--- src/hdl/failover_map.svh ---
// constants of the data link failover transfer block
`ifndef FAILOVER_MAP_SVH
`define FAILOVER_MAP_SVH
`define FO_CLK_KHZ 125000
`define FO_STROBE_NS 80
`define FO_STROBE_CYCLES ((`FO_STROBE_NS * 125) / 1000)
`define FO_START_US 10
`define FO_START_CYCLES (`FO_START_US * 125)
`define FO_DELAY_MS 100
`define FO_DELAY_CYCLES (`FO_DELAY_MS * `FO_CLK_KHZ)
`define FO_UPDATE_MS 220
`define FO_UPDATE_CYCLES (`FO_UPDATE_MS * `FO_CLK_KHZ)
`define FO_MASK_MS 18
`define FO_MASK_CYCLES (`FO_MASK_MS * `FO_CLK_KHZ)
`define FO_HOLD_MS 100
`define FO_HOLD_CYCLES (`FO_HOLD_MS * `FO_CLK_KHZ)
`define FO_CHAIN_LEN 6
`define FO_RELAY_RESET 2'b11
`endif

--- src/hdl/failover_pkg.sv ---
// types of the data link failover transfer block
package failover_pkg;
	typedef enum logic [1:0] {
		pwr_clock0,
		pwr_drop0,
		pwr_clock1,
		pwr_drop1
	} power_state_e;
	typedef logic [31:0] count_t;
endpackage

--- src/hdl/failover_if.sv ---
// carrier between failover core and its timing unit
`timescale 1ns/10ps
`default_nettype none
interface failover_if;
	logic strobe_a;
	logic strobe_b;
	logic [3:0] clock_hold;
	logic delayed_start_0;
	logic delayed_start_1;
	logic update_inhibit_0;
	logic update_inhibit_1;
	logic [3:0] mask;
	logic verify_clamp;
	modport core (output strobe_a, output strobe_b, input clock_hold, input delayed_start_0,
		input delayed_start_1, input update_inhibit_0, input update_inhibit_1, input mask, input verify_clamp);
	modport timing (input strobe_a, input strobe_b, output clock_hold, output delayed_start_0,
		output delayed_start_1, output update_inhibit_0, output update_inhibit_1, output mask,
		output verify_clamp);
endinterface
`default_nettype wire

--- src/hdl/failover_timing.sv ---
// monopulser chain: clock holds, delayed starts, update inhibit, masks, clamp
`timescale 1ns/10ps
`default_nettype none
`include "failover_map.svh"
module failover_timing
	import failover_pkg::*;
#(
	parameter count_t HOLD_CYCLES = `FO_HOLD_CYCLES,
	parameter count_t DELAY_CYCLES = `FO_DELAY_CYCLES,
	parameter count_t UPDATE_CYCLES = `FO_UPDATE_CYCLES,
	parameter count_t MASK_CYCLES = `FO_MASK_CYCLES
) (
	input wire logic clock,
	input wire logic rst_b,
	failover_if.timing tif
);
	localparam count_t START_CYCLES = `FO_START_CYCLES;
	count_t hold_cnt [2];
	count_t delay_cnt [2];
	count_t start_cnt [2];
	count_t update_cnt [2];
	count_t mask_cnt [2];
	logic [1:0] trig;
	logic [1:0] update_end;

	function automatic count_t next_count(input count_t cnt, input logic load, input count_t len);
		if (load) begin
			return len;
		end
		return (cnt != '0) ? cnt - 32'h0000_0001 : cnt;
	endfunction

	assign trig = {tif.strobe_b, tif.strobe_a};
	always_comb begin
		for (int i = 0; i < 2; i++) begin
			update_end[i] = (update_cnt[i] == 32'h0000_0001);
		end
	end

	// each channel retriggers from its own strobe, as a monopulser would
	always_ff @(posedge clock or negedge rst_b) begin
		if (!rst_b) begin
			for (int i = 0; i < 2; i++) begin
				hold_cnt[i] <= '0;
				delay_cnt[i] <= '0;
				start_cnt[i] <= '0;
				update_cnt[i] <= '0;
				mask_cnt[i] <= '0;
			end
		end else begin
			for (int i = 0; i < 2; i++) begin
				hold_cnt[i] <= next_count(hold_cnt[i], trig[i], HOLD_CYCLES);
				delay_cnt[i] <= next_count(delay_cnt[i], trig[i], DELAY_CYCLES);
				start_cnt[i] <= next_count(start_cnt[i], delay_cnt[i] == 32'h0000_0001, START_CYCLES);
				update_cnt[i] <= next_count(update_cnt[i], delay_cnt[i] == 32'h0000_0001, UPDATE_CYCLES);
				mask_cnt[i] <= next_count(mask_cnt[i], trig[i], MASK_CYCLES);
			end
		end
	end

	always_ff @(posedge clock or negedge rst_b) begin
		if (!rst_b) begin
			tif.clock_hold <= 4'h0;
			tif.delayed_start_0 <= 1'b0;
			tif.delayed_start_1 <= 1'b0;
			tif.update_inhibit_0 <= 1'b0;
			tif.update_inhibit_1 <= 1'b0;
			tif.mask <= 4'h0;
		end else begin
			tif.clock_hold <= {4{(hold_cnt[0] != '0) || (hold_cnt[1] != '0)}};
			tif.delayed_start_0 <= (start_cnt[0] != '0);
			tif.delayed_start_1 <= (start_cnt[1] != '0);
			tif.update_inhibit_0 <= (update_cnt[0] != '0);
			tif.update_inhibit_1 <= (update_cnt[1] != '0);
			tif.mask <= {{2{mask_cnt[1] != '0}}, {2{mask_cnt[0] != '0}}};
		end
	end

	// a new strobe in the clearing cycle keeps the clamp set
	always_ff @(posedge clock or negedge rst_b) begin
		if (!rst_b) begin
			tif.verify_clamp <= 1'b0;
		end else if (|trig) begin
			tif.verify_clamp <= 1'b1;
		end else if (|update_end) begin
			tif.verify_clamp <= 1'b0;
		end
	end
endmodule
`default_nettype wire

--- src/hdl/link_failover.sv ---
// data link failover transfer: relay supervision, routing and common handover
`timescale 1ns/10ps
`default_nettype none
`include "failover_map.svh"
module link_failover
	import failover_pkg::*;
#(
	parameter count_t HOLD_CYCLES = `FO_HOLD_CYCLES,
	parameter count_t DELAY_CYCLES = `FO_DELAY_CYCLES,
	parameter count_t UPDATE_CYCLES = `FO_UPDATE_CYCLES,
	parameter count_t MASK_CYCLES = `FO_MASK_CYCLES
) (
	input wire logic clock,
	input wire logic rst_b,
	input wire logic link1_supervision_relay,
	input wire logic link3_supervision_relay,
	input wire logic link3_in,
	input wire logic trunk13_pair_in,
	input wire logic tx2_line_in,
	input wire logic spare_tx_line_in,
	input wire logic trunk14_circuit_in,
	input wire logic rx2_bit,
	input wire logic rx2_data,
	input wire logic spare_rx_bit,
	input wire logic spare_rx_data,
	input wire logic tx_out_second_0,
	input wire logic tx_out_second_1,
	input wire logic counter_a_jam_0,
	input wire logic counter_a_jam_1,
	input wire logic counter_b_jam_0,
	input wire logic counter_b_jam_1,
	input wire logic clock_sync_pulse_0,
	input wire logic clock_sync_pulse_1,
	input wire logic quiet_scan_src_0,
	input wire logic quiet_scan_src_1,
	input wire logic [10:0] maint_src_0,
	input wire logic [10:0] maint_src_1,
	input wire logic [10:0] clock_strobe_0,
	input wire logic [10:0] clock_strobe_1,
	input wire logic scanner_active,
	output logic rx2_line,
	output logic trunk13_circuit_line,
	output logic spare_rx_line,
	output logic link3_out,
	output logic trunk14_pair_out,
	output logic tx2_in_service,
	output logic rx_bit_in_3,
	output logic rx_data_in_3,
	output logic rx_bit_in_2,
	output logic rx_data_in_2,
	output logic [1:0] tx2_feed,
	output logic [1:0] spare_tx_feed,
	output logic [1:0] counter_a_jam,
	output logic [1:0] counter_b_jam,
	output logic [3:0] clock_sync,
	output logic quiet_scan_0,
	output logic quiet_scan_1,
	output logic [10:0] maint_line,
	output logic [10:0] switch_strobe_0,
	output logic [10:0] switch_strobe_1,
	output logic clock0_power,
	output logic clock0_ground,
	output logic clock1_power,
	output logic clock1_ground,
	output logic failover_strobe_a,
	output logic failover_strobe_b,
	output logic [3:0] clock_hold,
	output logic delayed_start_0,
	output logic delayed_start_1,
	output logic update_inhibit_0,
	output logic update_inhibit_1,
	output logic message_send_hold,
	output logic [3:0] mask,
	output logic verify_clamp,
	output logic verify_261,
	output logic scan_point_260,
	output logic second_link_transfer,
	output logic common_transfer
);
	localparam logic [4:0] STROBE_LEN = 5'(`FO_STROBE_CYCLES);
	failover_if fif ();
	logic [1:0] relay;
	logic [1:0] relay_last;
	logic [4:0] strobe_cnt_a;
	logic [4:0] strobe_cnt_b;
	logic next_second;
	logic next_common;
	logic [`FO_CHAIN_LEN-1:0] chain;
	power_state_e power_state;
	power_state_e next_power_state;

	relay_input_sync u_sync (
		.clock(clock),
		.rst_b(rst_b),
		.raw({link3_supervision_relay, link1_supervision_relay}),
		.stable(relay)
	);

	failover_timing #(
		.HOLD_CYCLES(HOLD_CYCLES),
		.DELAY_CYCLES(DELAY_CYCLES),
		.UPDATE_CYCLES(UPDATE_CYCLES),
		.MASK_CYCLES(MASK_CYCLES)
	) u_timing (
		.clock(clock),
		.rst_b(rst_b),
		.tif(fif.timing)
	);

	function automatic logic [4:0] strobe_step(input logic [4:0] cnt, input logic changed);
		if (changed) begin
			return STROBE_LEN;
		end
		return (cnt != 5'h00) ? cnt - 5'h01 : cnt;
	endfunction

	// relay 1 = operated (dc present); a released relay reads 0
	assign next_second = !relay[1] && relay[0];
	assign next_common = relay[1] ^ relay[0];

	// break-make contact shows a brief pulse on each change-over
	always_ff @(posedge clock or negedge rst_b) begin
		if (!rst_b) begin
			relay_last <= `FO_RELAY_RESET;
			strobe_cnt_a <= 5'h00;
			strobe_cnt_b <= 5'h00;
			failover_strobe_a <= 1'b0;
			failover_strobe_b <= 1'b0;
		end else begin
			relay_last <= relay;
			strobe_cnt_a <= strobe_step(strobe_cnt_a, relay[0] != relay_last[0]);
			strobe_cnt_b <= strobe_step(strobe_cnt_b, relay[1] != relay_last[1]);
			failover_strobe_a <= (strobe_cnt_a != 5'h00);
			failover_strobe_b <= (strobe_cnt_b != 5'h00);
		end
	end

	// timing unit sees only the leading edge so one change-over is one trigger
	assign fif.strobe_a = (relay[0] != relay_last[0]);
	assign fif.strobe_b = (relay[1] != relay_last[1]);

	always_ff @(posedge clock or negedge rst_b) begin
		if (!rst_b) begin
			second_link_transfer <= 1'b0;
			common_transfer <= 1'b0;
			chain <= '0;
		end else begin
			second_link_transfer <= next_second;
			common_transfer <= next_common;
			// series chain picks up one relay at a time, drops at once
			chain <= next_common ? {chain[`FO_CHAIN_LEN-2:0], 1'b1} : '0;
		end
	end

	// second-link routing of lines, receivers and transmitters
	always_ff @(posedge clock or negedge rst_b) begin
		if (!rst_b) begin
			rx2_line <= 1'b0;
			trunk13_circuit_line <= 1'b0;
			spare_rx_line <= 1'b0;
			link3_out <= 1'b0;
			trunk14_pair_out <= 1'b0;
			tx2_in_service <= 1'b1;
			rx_bit_in_3 <= 1'b0;
			rx_data_in_3 <= 1'b0;
			rx_bit_in_2 <= 1'b0;
			rx_data_in_2 <= 1'b0;
			tx2_feed <= 2'h0;
			spare_tx_feed <= 2'h0;
		end else if (second_link_transfer) begin
			rx2_line <= 1'b0;
			trunk13_circuit_line <= link3_in;
			spare_rx_line <= trunk13_pair_in;
			link3_out <= trunk14_circuit_in;
			trunk14_pair_out <= spare_tx_line_in;
			tx2_in_service <= 1'b0;
			rx_bit_in_3 <= 1'b0;
			rx_data_in_3 <= 1'b0;
			rx_bit_in_2 <= spare_rx_bit;
			rx_data_in_2 <= spare_rx_data;
			tx2_feed <= 2'h0;
			spare_tx_feed <= {tx_out_second_1, tx_out_second_0};
		end else begin
			rx2_line <= link3_in;
			trunk13_circuit_line <= trunk13_pair_in;
			spare_rx_line <= 1'b0;
			link3_out <= tx2_line_in;
			trunk14_pair_out <= trunk14_circuit_in;
			tx2_in_service <= 1'b1;
			rx_bit_in_3 <= rx2_bit;
			rx_data_in_3 <= rx2_data;
			rx_bit_in_2 <= 1'b0;
			rx_data_in_2 <= 1'b0;
			tx2_feed <= {tx_out_second_1, tx_out_second_0};
			spare_tx_feed <= 2'h0;
		end
	end

	// common handover of synchronising, scan and maintenance leads
	always_ff @(posedge clock or negedge rst_b) begin
		if (!rst_b) begin
			counter_a_jam <= 2'h0;
			counter_b_jam <= 2'h0;
			clock_sync <= 4'h0;
			quiet_scan_0 <= 1'b0;
			quiet_scan_1 <= 1'b0;
			maint_line <= 11'h000;
		end else begin
			// the idle OR input is always grounded
			counter_a_jam <= common_transfer ? {counter_a_jam_1, 1'b0} : {1'b0, counter_a_jam_0};
			counter_b_jam <= common_transfer ? {counter_b_jam_1, 1'b0} : {1'b0, counter_b_jam_0};
			clock_sync <= {4{common_transfer ? clock_sync_pulse_1 : clock_sync_pulse_0}};
			quiet_scan_0 <= common_transfer ? 1'b0 : quiet_scan_src_0;
			quiet_scan_1 <= common_transfer ? quiet_scan_src_1 : 1'b0;
			maint_line <= common_transfer ? maint_src_1 : maint_src_0;
		end
	end

	// clock handover: never both clocks powered, one dead cycle between them
	always_comb begin
		next_power_state = power_state;
		unique case (power_state)
			pwr_clock0: begin
				if (common_transfer) begin
					next_power_state = pwr_drop0;
				end
			end
			pwr_drop0: begin
				next_power_state = common_transfer ? pwr_clock1 : pwr_clock0;
			end
			pwr_clock1: begin
				if (!common_transfer) begin
					next_power_state = pwr_drop1;
				end
			end
			pwr_drop1: begin
				next_power_state = common_transfer ? pwr_clock1 : pwr_clock0;
			end
		endcase
	end

	always_ff @(posedge clock or negedge rst_b) begin
		if (!rst_b) begin
			power_state <= pwr_clock0;
		end else begin
			power_state <= next_power_state;
		end
	end

	always_ff @(posedge clock or negedge rst_b) begin
		if (!rst_b) begin
			clock0_power <= 1'b1;
			clock0_ground <= 1'b0;
			clock1_power <= 1'b0;
			clock1_ground <= 1'b1;
			switch_strobe_0 <= 11'h000;
			switch_strobe_1 <= 11'h000;
		end else begin
			clock0_power <= (next_power_state == pwr_clock0);
			clock0_ground <= (next_power_state != pwr_clock0);
			clock1_power <= (next_power_state == pwr_clock1);
			clock1_ground <= (next_power_state != pwr_clock1);
			switch_strobe_0 <= (power_state == pwr_clock0) ? clock_strobe_0 : 11'h000;
			switch_strobe_1 <= (power_state == pwr_clock1) ? clock_strobe_1 : 11'h000;
		end
	end

	// timing results and scan points
	always_ff @(posedge clock or negedge rst_b) begin
		if (!rst_b) begin
			clock_hold <= 4'h0;
			delayed_start_0 <= 1'b0;
			delayed_start_1 <= 1'b0;
			update_inhibit_0 <= 1'b0;
			update_inhibit_1 <= 1'b0;
			message_send_hold <= 1'b0;
			mask <= 4'h0;
			verify_clamp <= 1'b0;
			verify_261 <= 1'b0;
			scan_point_260 <= 1'b0;
		end else begin
			clock_hold <= fif.clock_hold;
			delayed_start_0 <= fif.delayed_start_0;
			delayed_start_1 <= fif.delayed_start_1;
			update_inhibit_0 <= fif.update_inhibit_0;
			update_inhibit_1 <= fif.update_inhibit_1;
			message_send_hold <= fif.update_inhibit_0 || fif.update_inhibit_1;
			mask <= fif.mask;
			verify_clamp <= fif.verify_clamp;
			verify_261 <= (&chain) && !fif.verify_clamp;
			scan_point_260 <= scanner_active;
		end
	end
endmodule
`default_nettype wire

--- src/hdl/relay_input_sync.sv ---
// three-stage synchroniser for the supervision relay contacts
`timescale 1ns/10ps
`default_nettype none
`include "failover_map.svh"
module relay_input_sync
	import failover_pkg::*;
(
	input wire logic clock,
	input wire logic rst_b,
	input wire logic [1:0] raw,
	output logic [1:0] stable
);
	logic [1:0] meta;
	logic [1:0] mid;
	logic [1:0] late;

	// resets to operated: a dead link must first be seen before transfer
	always_ff @(posedge clock or negedge rst_b) begin
		if (!rst_b) begin
			meta <= `FO_RELAY_RESET;
			mid <= `FO_RELAY_RESET;
			late <= `FO_RELAY_RESET;
		end else begin
			meta <= raw;
			mid <= meta;
			late <= mid;
		end
	end

	always_ff @(posedge clock or negedge rst_b) begin
		if (!rst_b) begin
			stable <= `FO_RELAY_RESET;
		end else begin
			for (int i = 0; i < 2; i++) begin
				if (mid[i] == late[i]) begin
					stable[i] <= late[i];
				end
			end
		end
	end
endmodule
`default_nettype wire

--- config.mk ---
export PLATFORM = sky130hd
export DESIGN_NAME = link_failover
export DESIGN_NICKNAME = d
export VERILOG_FILES = /design/src/hdl/failover_pkg.sv /design/src/hdl/failover_if.sv /design/src/hdl/failover_timing.sv /design/src/hdl/link_failover.sv /design/src/hdl/relay_input_sync.sv
export VERILOG_INCLUDE_DIRS = /design/src /design/src/hdl
export SDC_FILE = /design/constraint.sdc
export NUM_CORES = 1
export LEC_CHECK = 0
export BUFFER_PORTS_ARGS = -buffer_cell sky130_fd_sc_hd__buf_2
export CAP_MARGIN = 20
export CORE_UTILIZATION = 55
export CTS_BUF_LIST = sky130_fd_sc_hd__clkbuf_4 sky130_fd_sc_hd__clkbuf_8
export DETAILED_ROUTE_END_ITERATION = 10
export PLACE_DENSITY_LB_ADDON = 0.15
export SETUP_SLACK_MARGIN = 0.02
export SYNTH_ARGS = -nofsm -noshare
export SYNTH_HDL_FRONTEND = slang
export SYNTH_SLANG_ARGS = --single-unit
--- constraint.sdc ---
create_clock -name clock -period 3.8 [get_ports clock]
set_clock_uncertainty 0.2 [all_clocks]
set_input_delay 1.14 -clock clock [delete_from_list [all_inputs] [get_ports clock]]
set_output_delay 1.14 -clock clock [all_outputs]
set_load 0.005 [all_outputs]
==> summary.txt, run 1 <==
Vias in the first global route -> 16500
Die area -> 39100 um2
Placer Congestion -> 0.824
Final hold violations -> 0
Count leader, synth -> dfrtp_1
DRT Pass-1 Iters -> 5
Routed vias/inst -> 6.02
Delay of the slowest critical-path stage -> 0.64 ns
Fillers -> 3145
Largest net degree at the start of global routing -> 81
PwrDens -> 482 nW/um2
Final Cycle Share -> 0.845
Fin Setup TNS -> 0 ns
Sink Count -> 428
Reg area -> 10700 um2
DRT Wirelength -> 45.9 mm
Crit path max fanout -> 22
Maxcap violations -> 0
Pre-CTS setup slack -> 0.612 ns
Number of buffers created by CTS -> 74
RSZ-0062 raised after global routing -> false
RR Endpoint -> u_timing.delay_cnt[61]$_DFFE_PN0P_
Final Util -> 0.636
Synth top cells by count -> dfrtp_1, nor2_1, or3_1
Row count -> 71
Area of the multi-input gates -> 9760 um2
Final Setup Violations -> 0
Clock Tree Root -> clkbuf_8
Register area share after synthesis -> 0.509
Clk Latency, worst-skew pair -> 0.64 ns
Residual DRC count -> 0
Slew Viols, Final -> 0
H-tree Lvls -> 3
Diode count -> 0
Clk pin slew, worst setup/hold paths -> 0.06 ns
IO Port Bufs -> 148
DRT iter0 DRCs -> 941
Hold Path Class -> register to register
Die Y -> 198 um
Top_reg_cell synth -> dfrtp_1
TritonCTS clock tree -> done
Req. time, crit path -> 4.07 ns
R2R Setup Slk -> 0.59 ns
Arrival time at the worst endpoint -> 3.48 ns
Mapped Cells -> 2118
CTS max path bufs -> 3
Number of synthesized flops with an enable pin -> 0
WL/cell -> 16.2 um
Post-placement cell area -> 22400 um2
Die W -> 198 um
Avg Cell Area, Syn -> 9.94 um2
Global-route wire length before repair -> 78.1 mm
Status -> finished, final reports clean
Final Instance Area -> 23900 um2
Peak supply drop -> 366 uV
Top-area cell type share of the netlist area -> 0.493
Post-route antenna net violation count -> 0
Initial antenna violation count -> 0
Synthesis-to-finish area growth -> 13.7%
Worst-Margin Slew -> 0.999 ns
Max Fclk -> 312 MHz
Leakage -> 10.5 nW
Hold-fix buffers, CTS -> 0
Overflow after GRT -> 0
Synth Net Count -> 2205
Type of origin of the critical path -> register
Post-synth cell types -> 70
PostCTS Resize Cnt -> 0
Final Net Count -> 2362
Total track usage -> 0.240
Post-CTS setup buffers -> 0
Ys Warns -> 0
Core area -> 37700 um2
CP cell instances -> or4_1 -> or4_4 -> nor4_4 -> buf_4 -> or4_1 -> a21oi_1
Hold Slack -> 0.144 ns
Cell area after synthesis -> 21100 um2
Synth top area cells -> dfrtp_1, or3_1, or4_1
CP Capture Type -> register
I/O pin count -> 149
Worst Slack Setup Final -> 0.591 ns
Proportion of layout cells with a drive suffix above 1 -> 0.172
Hold endpoint -> delayed_start_0$_DFF_PN0_
R2R cell count -> 6
RR Startpoint -> u_timing.delay_cnt[60]$_DFFE_PN0P_
Fraction of registers with async set/reset -> 1.00
Hold_sp -> u_timing.tif.delayed_start_0$_DFF_PN0_
Worst relative slew slack -> 0.328
Most used cell, CP -> or4_1
Synth Register Bits -> 428
Synth area leader -> dfrtp_1
Vias -> 17100
Initial Util -> 0.559
Hpwl dp -> 29.7 mm
Hold path depth -> 0
Crit path kind -> register to register
Post-route minimum period -> 3.21 ns
Slowest-stage cell, CP -> or4_1
worst max path at each step:
stage | slack (ns) | cells past startpoint | startpoint | endpoint
2_1_floorplan | 0.95 | 7 | u_timing.delay_cnt[60]$_DFFE_PN0P_ | u_timing.delay_cnt[33]$_DFFE_PN0P_
3_3_place_gp | 0.73 | 6 | u_timing.delay_cnt[60]$_DFFE_PN0P_ | u_timing.delay_cnt[41]$_DFFE_PN0P_
3_5_place_dp | 0.61 | 6 | u_timing.delay_cnt[58]$_DFFE_PN0P_ | u_timing.delay_cnt[61]$_DFFE_PN0P_
4_1_cts | 0.59 | 6 | u_timing.delay_cnt[58]$_DFFE_PN0P_ | u_timing.delay_cnt[61]$_DFFE_PN0P_
5_1_grt | 0.46 | 6 | u_timing.delay_cnt[60]$_DFFE_PN0P_ | u_timing.delay_cnt[49]$_DFFE_PN0P_
6_report | 0.59 | 6 | u_timing.delay_cnt[60]$_DFFE_PN0P_ | u_timing.delay_cnt[61]$_DFFE_PN0P_
cells by family after synthesis:
kind of cell / count (synthesis) / share of synthesized area
simple gates: 950 / 0.256
mux: 31 / 0.0158
flops: 428 / 0.509
xor+xnor: 99 / 0.0412
compound gates: 440 / 0.136
fa+ha+maj: 21 / 0.0122
buf+inv: 149 / 0.0299
metrics by stage:
| step | std cells | power [mW] |
|---|---|---|
| floorplan | 2118 | 6.60 |
| global placement | 2710 | 7.21 |
| detailed placement | 2710 | 7.29 |
| CTS | 2836 | 11.7 |
| global route | 2836 | 12.2 |
| finish | 2836 | 11.5 |
layout make-up:
type	count	area share
Clock buffer	113	0.0589
Sequential cell	428	0.448
Multi-Input combinational cell	1541	0.408
Inverter	40	0.00627
Tap cell	511	0.0267
Clock inverter	13	0.00528
Timing Repair Buffer	190	0.0471
worst max-delay path: cells and delay by family, from the launching register on:
family | cells | cell delay [ns]
and+or+nand+nor | 4 | 2.03
DFF | 1 | 0.39
buffers and inverters | 1 | 0.35
AOI/OAI and AO/OA | 1 | 0.06
cells in the final DEF, fill, tap and decap left out, types with 19 or more instances in the layout:
master	n
nand3_1	65
buf_2	147
inv_1	39
or4_1	95
or2_2	20
a21oi_1	130
ha_1	19
and2_1	45
and3_1	27
xnor2_1	39
or3_1	135
o41ai_1	21
o21ai_0	101
nand2_1	103
dfrtp_1	415
o211ai_1	27
nor4_1	68
xor2_1	56
nand2b_1	28
nor2_1	169
nor3_1	80
buf_4	37
clkbuf_8	90
o31ai_1	67
clkbuf_4	23
nand4_1	35
registers in the layout (all words and copies together), names as in the netlist, 5 cells and up:
name	flops
chain	6
maint_line	11
strobe_cnt_a	5
strobe_cnt_b	5
switch_strobe_0	11
switch_strobe_1	11
u_timing.delay_cnt	64
u_timing.hold_cnt	64
u_timing.mask_cnt	64
u_timing.start_cnt	64
u_timing.update_cnt	64
routing by layer:
metal	wire (um)	track usage	vias up	part of all wire
met5	0	0	-	0
met4	832	0.0735	0	0.018
met3	1950	0.0435	73	0.042
met2	21800	0.388	328	0.48
met1	21300	0.329	8441	0.46
li1	-	-	8242	-
power by group:
part | switching (mW) | internal, mW | total [mW]
Clock | 1.89 | 2.44 | 4.34
Combinational | 1.13 | 0.767 | 1.90
Sequential | 0.341 | 4.97 | 5.31
Note: power is estimated with default switching activity, not from simulation.
==> run 2, diff against run 1 <==
==> constraint.sdc (replaced) <==
create_clock -name clock -period 3.1 [get_ports clock]
set_clock_uncertainty 0.2 [all_clocks]
set_input_delay 0.93 -clock clock [delete_from_list [all_inputs] [get_ports clock]]
set_output_delay 0.93 -clock clock [all_outputs]
set_load 0.005 [all_outputs]
==> run 2 against run 1 <==
Net effect:
- worst setup slack worse by 0.38 ns
- sequential share of layout area is 0.78 points lower
- register-to-register slack worse by 0.38 ns
- sequential power is 23% higher
- cell area is 1.8% higher
- utilization is 1.1 points higher
- count of clock-buffer cells in the layout is 2 higher
- critical path depth stayed put
- cell count is 1.6% higher
- combinational power is 26% higher
==> summary.txt, run 2 (synthesized netlist as in run 1, its figures left out) <==
Status -> finished, final reports clean
Routed vias/inst -> 5.94 (-1.3%)
Initial antenna violation count -> 0 (unchanged)
RR Startpoint -> u_timing.update_cnt[27]$_DFFE_PN0P_
Leakage -> 10.8 nW (+2.3%)
RR Endpoint -> u_timing.update_cnt[17]$_DFFE_PN0P_
Clock Tree Root -> clkbuf_8
Sink Count -> 428 (unchanged)
Overflow after GRT -> 0 (unchanged)
IO Port Bufs -> 148 (unchanged)
Proportion of layout cells with a drive suffix above 1 -> 0.188 (+0.0161)
Residual DRC count -> 0 (unchanged)
TritonCTS clock tree -> done
Total track usage -> 0.247 (+0.00691)
Largest net degree at the start of global routing -> 81 (unchanged)
Vias in the first global route -> 16900 (+2.7%)
Die W -> 198 um (unchanged)
Global-route wire length before repair -> 80.0 mm (+2.5%)
Diode count -> 0 (unchanged)
Final Cycle Share -> 0.933 (+0.0880)
Number of buffers created by CTS -> 75 (+1.4%)
Crit path max fanout -> 10 (-55%)
Fin Setup TNS -> 0 ns (unchanged)
Slew Viols, Final -> 0 (unchanged)
Post-CTS setup buffers -> 0 (unchanged)
Final Setup Violations -> 0 (unchanged)
Max Fclk -> 346 MHz (+11%)
Leading cell type in the layout, fill and taps excluded -> dfrtp_1
Maxcap violations -> 0 (unchanged)
Worst Slack Setup Final -> 0.209 ns (-0.382 ns)
Core area -> 37700 um2 (unchanged)
DRT Pass-1 Iters -> 6 (+1)
Hold-fix buffers, CTS -> 0 (unchanged)
Clock power share -> 0.386 (+0.010)
Placer Congestion -> 0.840 (+1.9%)
CP Capture Type -> register
H-tree Lvls -> 3 (unchanged)
DRT Wirelength -> 46.6 mm (+1.5%)
Commonest cells after routing, fill and taps aside -> dfrtp_1, nor2_1, buf_2
Int Pwr -> 10.3 mW (+26%)
Final Net Count -> 2400 (+1.6%)
Worst relative slew slack -> 0.392 (+0.0643)
PwrDens -> 596 nW/um2 (+24%)
CTS max path bufs -> 3 (unchanged)
PostCTS Resize Cnt -> 0 (unchanged)
Post-route minimum period -> 2.89 ns (-0.318 ns)
Setup crit start -> u_timing.update_cnt[27]$_DFFE_PN0P_
Hold Path Class -> primary input to async pin
Worst-Margin Slew -> 0.904 ns (-0.0949 ns)
Crit path kind -> register to register
Req. time, crit path -> 3.43 ns (-0.64 ns)
Final hold violations -> 0 (unchanged)
Pre-CTS setup slack -> 0.182 ns (-0.430 ns)
Clk pin slew, worst setup/hold paths -> 0.06 ns (about the same)
Comb pwr share -> 0.165 (about the same)
Post-route antenna net violation count -> 0 (unchanged)
R2R cell count -> 6 (unchanged)
Die area -> 39100 um2 (unchanged)
R2R Setup Slk -> 0.21 ns (-0.38 ns)
Worst setup path endpoint -> u_timing.update_cnt[17]$_DFFE_PN0P_
Type of origin of the critical path -> register
Seq pwr share -> 0.450 (-0.010)
WL/cell -> 16.2 um (about the same)
Post-placement cell area -> 22700 um2 (+1.4%)
Vias -> 17100 (+0.23%)
Clk Latency, worst-skew pair -> 0.63 ns (about the same)
Sw Ratio -> 0.289 (-0.00254)
I/O pin count -> 149 (unchanged)
DRT iter0 DRCs -> 998 (+6.1%)
Initial Util -> 0.559 (unchanged)
Final Instance Area -> 24400 um2 (+1.8%)
Peak supply drop -> 588 uV (+61%)
Synthesis-to-finish area growth -> 15.7%
Arrival time at the worst endpoint -> 3.22 ns (-0.26 ns)
Row count -> 71 (unchanged)
Hpwl dp -> 30.8 mm (+3.8%)
RSZ-0062 raised after global routing -> false
Sw power -> 4.19 mW (+25%)
Die Y -> 198 um (unchanged)
[run 2: cell count changes in the layout (fill, tap and decap cells not counted)]
cell and change:
buf_4 +34, clkinv_2 +6, clkbuf_8 +4, buf_12 +3
bufinv_16 +2, clkbuf_4 -2, clkinv_8 -1, inv_8 -1
nor4b_1 -1, nor4b_2 +1
[run 2: critical path, cell delays in order (launching register included)]
cell	delay, ns
dfrtp_1	0.40
or4_1	0.58
or4_1	0.60
nor4_4	0.47
inv_2	0.17
and4_1	0.22
o21ai_0	0.16
[run 2: power by group through the flow]
stage | clock, mW | combinational, mW | sequential, mW
2_1_floorplan | 0 | 1.56 | 6.52
3_5_place_dp | 0 | 2.40 | 6.60
3_3_place_gp | 0 | 2.32 | 6.58
4_1_cts | 5.75 | 2.41 | 6.52
6_report | 5.60 | 2.39 | 6.53
5_1_grt | 6.01 | 2.70 | 6.60
[run 2: through the flow]
step | total power [mW] | hold WS, ns | util | cells
floorplan | 8.09 | 0.131 | - | 2118
global placement | 8.89 | 0.133 | 0.603 | 2747
detailed placement | 9.00 | 0.137 | 0.603 | 2747
CTS | 14.7 | 0.0122 | 0.647 | 2881
global route | 15.3 | 0.0395 | 0.647 | 2881
finish | 14.5 | 0.0437 | 0.647 | 2881
[run 2: final cells by class]
type / count / area, um2
Clock buffer: 115 / 1450
Clock inverter: 19 / 189
Fill cell: 3161 / 13300
Inverter: 40 / 150
Multi-Input combinational cell: 1541 / 9770
Sequential cell: 428 / 10700
Tap cell: 511 / 639
Timing Repair Buffer: 227 / 1440
[run 2: per-layer routing]
metal	global-route usage	share of wire	up-vias
met3	0.0458	0.041	80
met5	0	0	-
met4	0.0847	0.021	0
li1	-	-	8330
met2	0.407	0.48	337
met1	0.327	0.46	8376
[run 2: worst min path at each step]
stage / from / end / slack (ns) / cells after the start
floorplan: u_timing.tif.clock_hold[0]$_DFF_PN0_ / clock_hold[0]$_DFF_PN0_ / 0.13 / 0
CTS: rst_b / strobe_cnt_a[2]$_DFFE_PN0P_ / 0.01 / 1
finish: rst_b / strobe_cnt_a[2]$_DFFE_PN0P_ / 0.04 / 1
global placement: u_timing.tif.mask[1]$_DFF_PN0_ / mask[1]$_DFF_PN0_ / 0.13 / 0
global route: rst_b / u_timing.start_cnt[51]$_DFFE_PN0P_ / 0.04 / 1
detailed placement: u_timing.tif.delayed_start_1$_DFF_PN0_ / delayed_start_1$_DFF_PN0_ / 0.14 / 0
==> run 3, diff against run 2 <==
--- a/config.mk
+++ b/config.mk
@@ -6,6 +6,7 @@
 export SDC_FILE = /design/constraint.sdc
 export NUM_CORES = 1
 export LEC_CHECK = 0
+export ABC_AREA = 1
 export BUFFER_PORTS_ARGS = -buffer_cell sky130_fd_sc_hd__buf_2
 export CAP_MARGIN = 20
 export CORE_UTILIZATION = 55
==> run 3 against run 2 <==
Net effect:
- critical path depth decreased by 4
- cell count grew 40%
- first-iteration DRC count increased by 85%
- sequential share of layout area is 3.8 points lower
- non-clock buffer count decreased by 59
- synthesized cell count rose by 53%
- critical path type is now register to output port
- sequential power decreased by 1%
- utilization decreased by 1.6 points
==> summary.txt, run 3 <==
Worst relative slew slack -> 0.451 (+0.0589)
Placer Congestion -> 0.961 (+14%)
Post-route minimum period -> 2.50 ns (-0.391 ns)
Register area share after synthesis -> 0.452 (-0.0575)
Seq pwr share -> 0.448 (-0.002)
Initial Util -> 0.562 (+0.00303)
Cell area after synthesis -> 23700 um2 (+13%)
Synth top area cells -> dfrtp_1, nor2_1, nand2_1
Worst-Margin Slew -> 0.823 ns (-0.0806 ns)
Top delay family on crit path -> buffers and inverters
Setup crit start -> second_link_transfer$_DFF_PN0_
Final Cycle Share -> 0.806 (-0.126)
Synthesis-to-finish area growth -> 12.3%
Fin Setup TNS -> 0 ns (unchanged)
Sw Ratio -> 0.312 (+0.0235)
Int Pwr -> 9.93 mW (-3.9%)
Top_reg_cell synth -> dfrtp_1
Die W -> 210 um (+6.1%)
Residual DRC count -> 0 (unchanged)
Combinational family with the most area after synthesis -> simple AND/OR/NAND/NOR gates
Arrival time at the worst endpoint -> 1.37 ns (-1.85 ns)
Compound-Gate Fraction of Synth Area -> 0.0545 (-0.0811)
Post-synthesis xor/xnor area fraction -> 0.0317 (-0.00944)
RSZ-0062 raised after global routing -> false
Leading cell type in the layout, fill and taps excluded -> nor2_1
CP Capture Type -> output port
Fraction of registers with async set/reset -> 1.00 (unchanged)
Fillers -> 3844 (+22%)
Maxcap violations -> 0 (unchanged)
Sw power -> 4.50 mW (+7.5%)
Routed vias/inst -> 5.32 (-10%)
Hold Path Class -> register to register
IO Port Bufs -> 148 (unchanged)
Crit path max fanout -> 14 (+4)
Clock power share -> 0.366 (-0.020)
Crit path kind -> register to output port
Initial antenna violation count -> 0 (unchanged)
CP bufs+invs -> 2 (+1)
Number of buffers created by CTS -> 75 (unchanged)
Overflow after GRT -> 0 (unchanged)
Post-placement cell area -> 25100 um2 (+11%)
Commonest cells after routing, fill and taps aside -> nor2_1, nand2_1, dfrtp_1
DRT iter0 DRCs -> 1845 (+85%)
Hpwl dp -> 43.0 mm (+39%)
RR Startpoint -> u_timing.start_cnt[32]$_DFFE_PN0P_
Vias in the first global route -> 20400 (+21%)
H-tree Lvls -> 3 (unchanged)
Largest net degree at the start of global routing -> 78 (-3.7%)
Vias -> 21500 (+25%)
Delay of the slowest critical-path stage -> 0.34 ns (-0.26 ns)
Comb pwr share -> 0.186 (+0.021)
Synth Register Bits -> 428 (unchanged)
DRT Wirelength -> 58.7 mm (+26%)
Final hold violations -> 0 (unchanged)
Synth Net Count -> 3333 (+51%)
WL/cell -> 14.6 um (-9.8%)
Top-area cell type share of the netlist area -> 0.437 (-0.0556)
Proportion of layout cells with a drive suffix above 1 -> 0.128 (-0.0601)
Type of origin of the critical path -> register
CP cell instances -> buf_4 -> buf_2
Peak supply drop -> 400 uV (-32%)
Synth area leader -> dfrtp_1
Post-synthesis mux area share -> 0 (-0.0158)
Core area -> 42200 um2 (+12%)
Hold_sp -> u_timing.tif.clock_hold[0]$_DFF_PN0_
Final Setup Violations -> 0 (unchanged)
TritonCTS clock tree -> done
Leakage -> 14.3 nW (+33%)
Clk Latency, worst-skew pair -> 0.66 ns (+0.03 ns)
Mapped Cells -> 3246 (+53%)
Total track usage -> 0.274 (+0.0273)
Sink Count -> 428 (unchanged)
Clk pin slew, worst setup/hold paths -> 0.06 ns (about the same)
Diode count -> 0 (unchanged)
I/O pin count -> 149 (unchanged)
Req. time, crit path -> 1.97 ns (-1.46 ns)
Final Instance Area -> 26700 um2 (+9.4%)
Post-synth cell types -> 41 (-41%)
Final Net Count -> 3526 (+47%)
Status -> finished, final reports clean
Post-route antenna net violation count -> 0 (unchanged)
Synth top cells by count -> nor2_1, nand2_1, dfrtp_1
Ys Warns -> 0 (unchanged)
Global-route wire length before repair -> 98.8 mm (+23%)
Die area -> 44000 um2 (+13%)
PwrDens -> 541 nW/um2 (-9.2%)
Max Fclk -> 400 MHz (+16%)
CTS max path bufs -> 3 (unchanged)
Row count -> 75 (+5.6%)
Synth Area in Simple Gates -> 0.383 (+0.127)
PostCTS Resize Cnt -> 0 (unchanged)
Post-synthesis adder-cell area fraction -> 0.0109 (-0.00138)
Slowest-stage cell, CP -> dfrtp_1
DRT Pass-1 Iters -> 6 (unchanged)
Avg Cell Area, Syn -> 7.31 um2 (-26%)
Die Y -> 210 um (+6.1%)
Clock Tree Root -> clkbuf_8
Count leader, synth -> nor2_1
Slew Viols, Final -> 0 (unchanged)
Number of synthesized flops with an enable pin -> 0 (unchanged)
-- run 3: worst paths after layout --
| check | end | slack [ns] | depth (start not counted) |
|---|---|---|---|
| setup / recovery | second_link_transfer | 0.60 | 2 |
| hold / removal | clock_hold[0]$_DFF_PN0_ | 0.14 | 0 |
| min in group asynchronous | mask[1]$_DFF_PN0_ | 0.57 | 2 |
| max in group asynchronous | u_sync.mid[0]$_DFF_PN1_ | 1.30 | 4 |
| setup reg to reg | u_timing.start_cnt[42]$_DFFE_PN0P_ | 0.75 | 7 |
| hold reg to reg | clock_hold[0]$_DFF_PN0_ | 0.14 | 0 |
-- run 3: power by group through the flow --
stage | Clock (mW) | Combinational, mW | Sequential [mW]
CTS | 5.44 | 2.69 | 6.46
floorplan | 0 | 1.79 | 6.49
global placement | 0 | 2.62 | 6.53
global route | 5.69 | 3.05 | 6.52
detailed placement | 0 | 2.69 | 6.54
finish | 5.28 | 2.69 | 6.46
-- run 3: per-layer routing --
layer  vias to the layer above  routed length, um  part of all wire  global-route usage
li1                      10600                  -                 -                   -
met5                         -                  0                 0                   0
met1                      9984              26700              0.45               0.373
met3                       136               3480             0.059              0.0510
met2                       686              26800              0.46               0.438
met4                         0               1760             0.030              0.0999
-- run 3: worst reg2reg max path, stage by stage, from the launching register on --
cell and delay, ns:
dfrtp_1 0.40, inv_1 0.14, ha_1 0.28, nand2_2 0.17, nor2_8 0.20, nand4_4 0.19, nor2_4 0.52, nor2_1 0.11
-- run 3: cells by family (layout without fill, tap and decap cells) --
group,after synthesis,count (layout)
AOI/OAI and AO/OA,220,220
xor gates and xnor gates,86,86
adders and majority gates,21,21
DFF,428,428
buffers and inverters,391,636
and+or+nand+nor,2100,2100
-- run 3: layout make-up --
type                            count  area, um2  area share
Sequential cell                   428      10700       0.402
Timing Repair Buffer              168       1020      0.0381
Inverter                          339       1290      0.0483
Clock inverter                     14       83.8     0.00314
Clock buffer                      115       1430      0.0537
Tap cell                          539        674      0.0253
Multi-Input combinational cell   2427      11400       0.429
-- run 3: stage by stage --
| stage | hold WS [ns] | power, mW | std cells | utilization | setup WS (ns) |
|---|---|---|---|---|---|
| 5_1_grt | 0.127 | 15.3 | 4030 | 0.631 | 0.522 |
| 3_5_place_dp | 0.135 | 9.23 | 3900 | 0.595 | 0.791 |
| 6_report | 0.140 | 14.4 | 4030 | 0.631 | 0.600 |
| 3_3_place_gp | 0.134 | 9.15 | 3900 | 0.595 | 0.824 |
| 4_1_cts | 0.122 | 14.6 | 4030 | 0.631 | 0.545 |
| 2_1_floorplan | 0.131 | 8.28 | 3246 | - | 1.16 |
-- run 3: what timing repair did --
item	in CTS	in global routing
endpoints found under the hold margin	35	0
buffers inserted	0	0
hold buffers	1	0
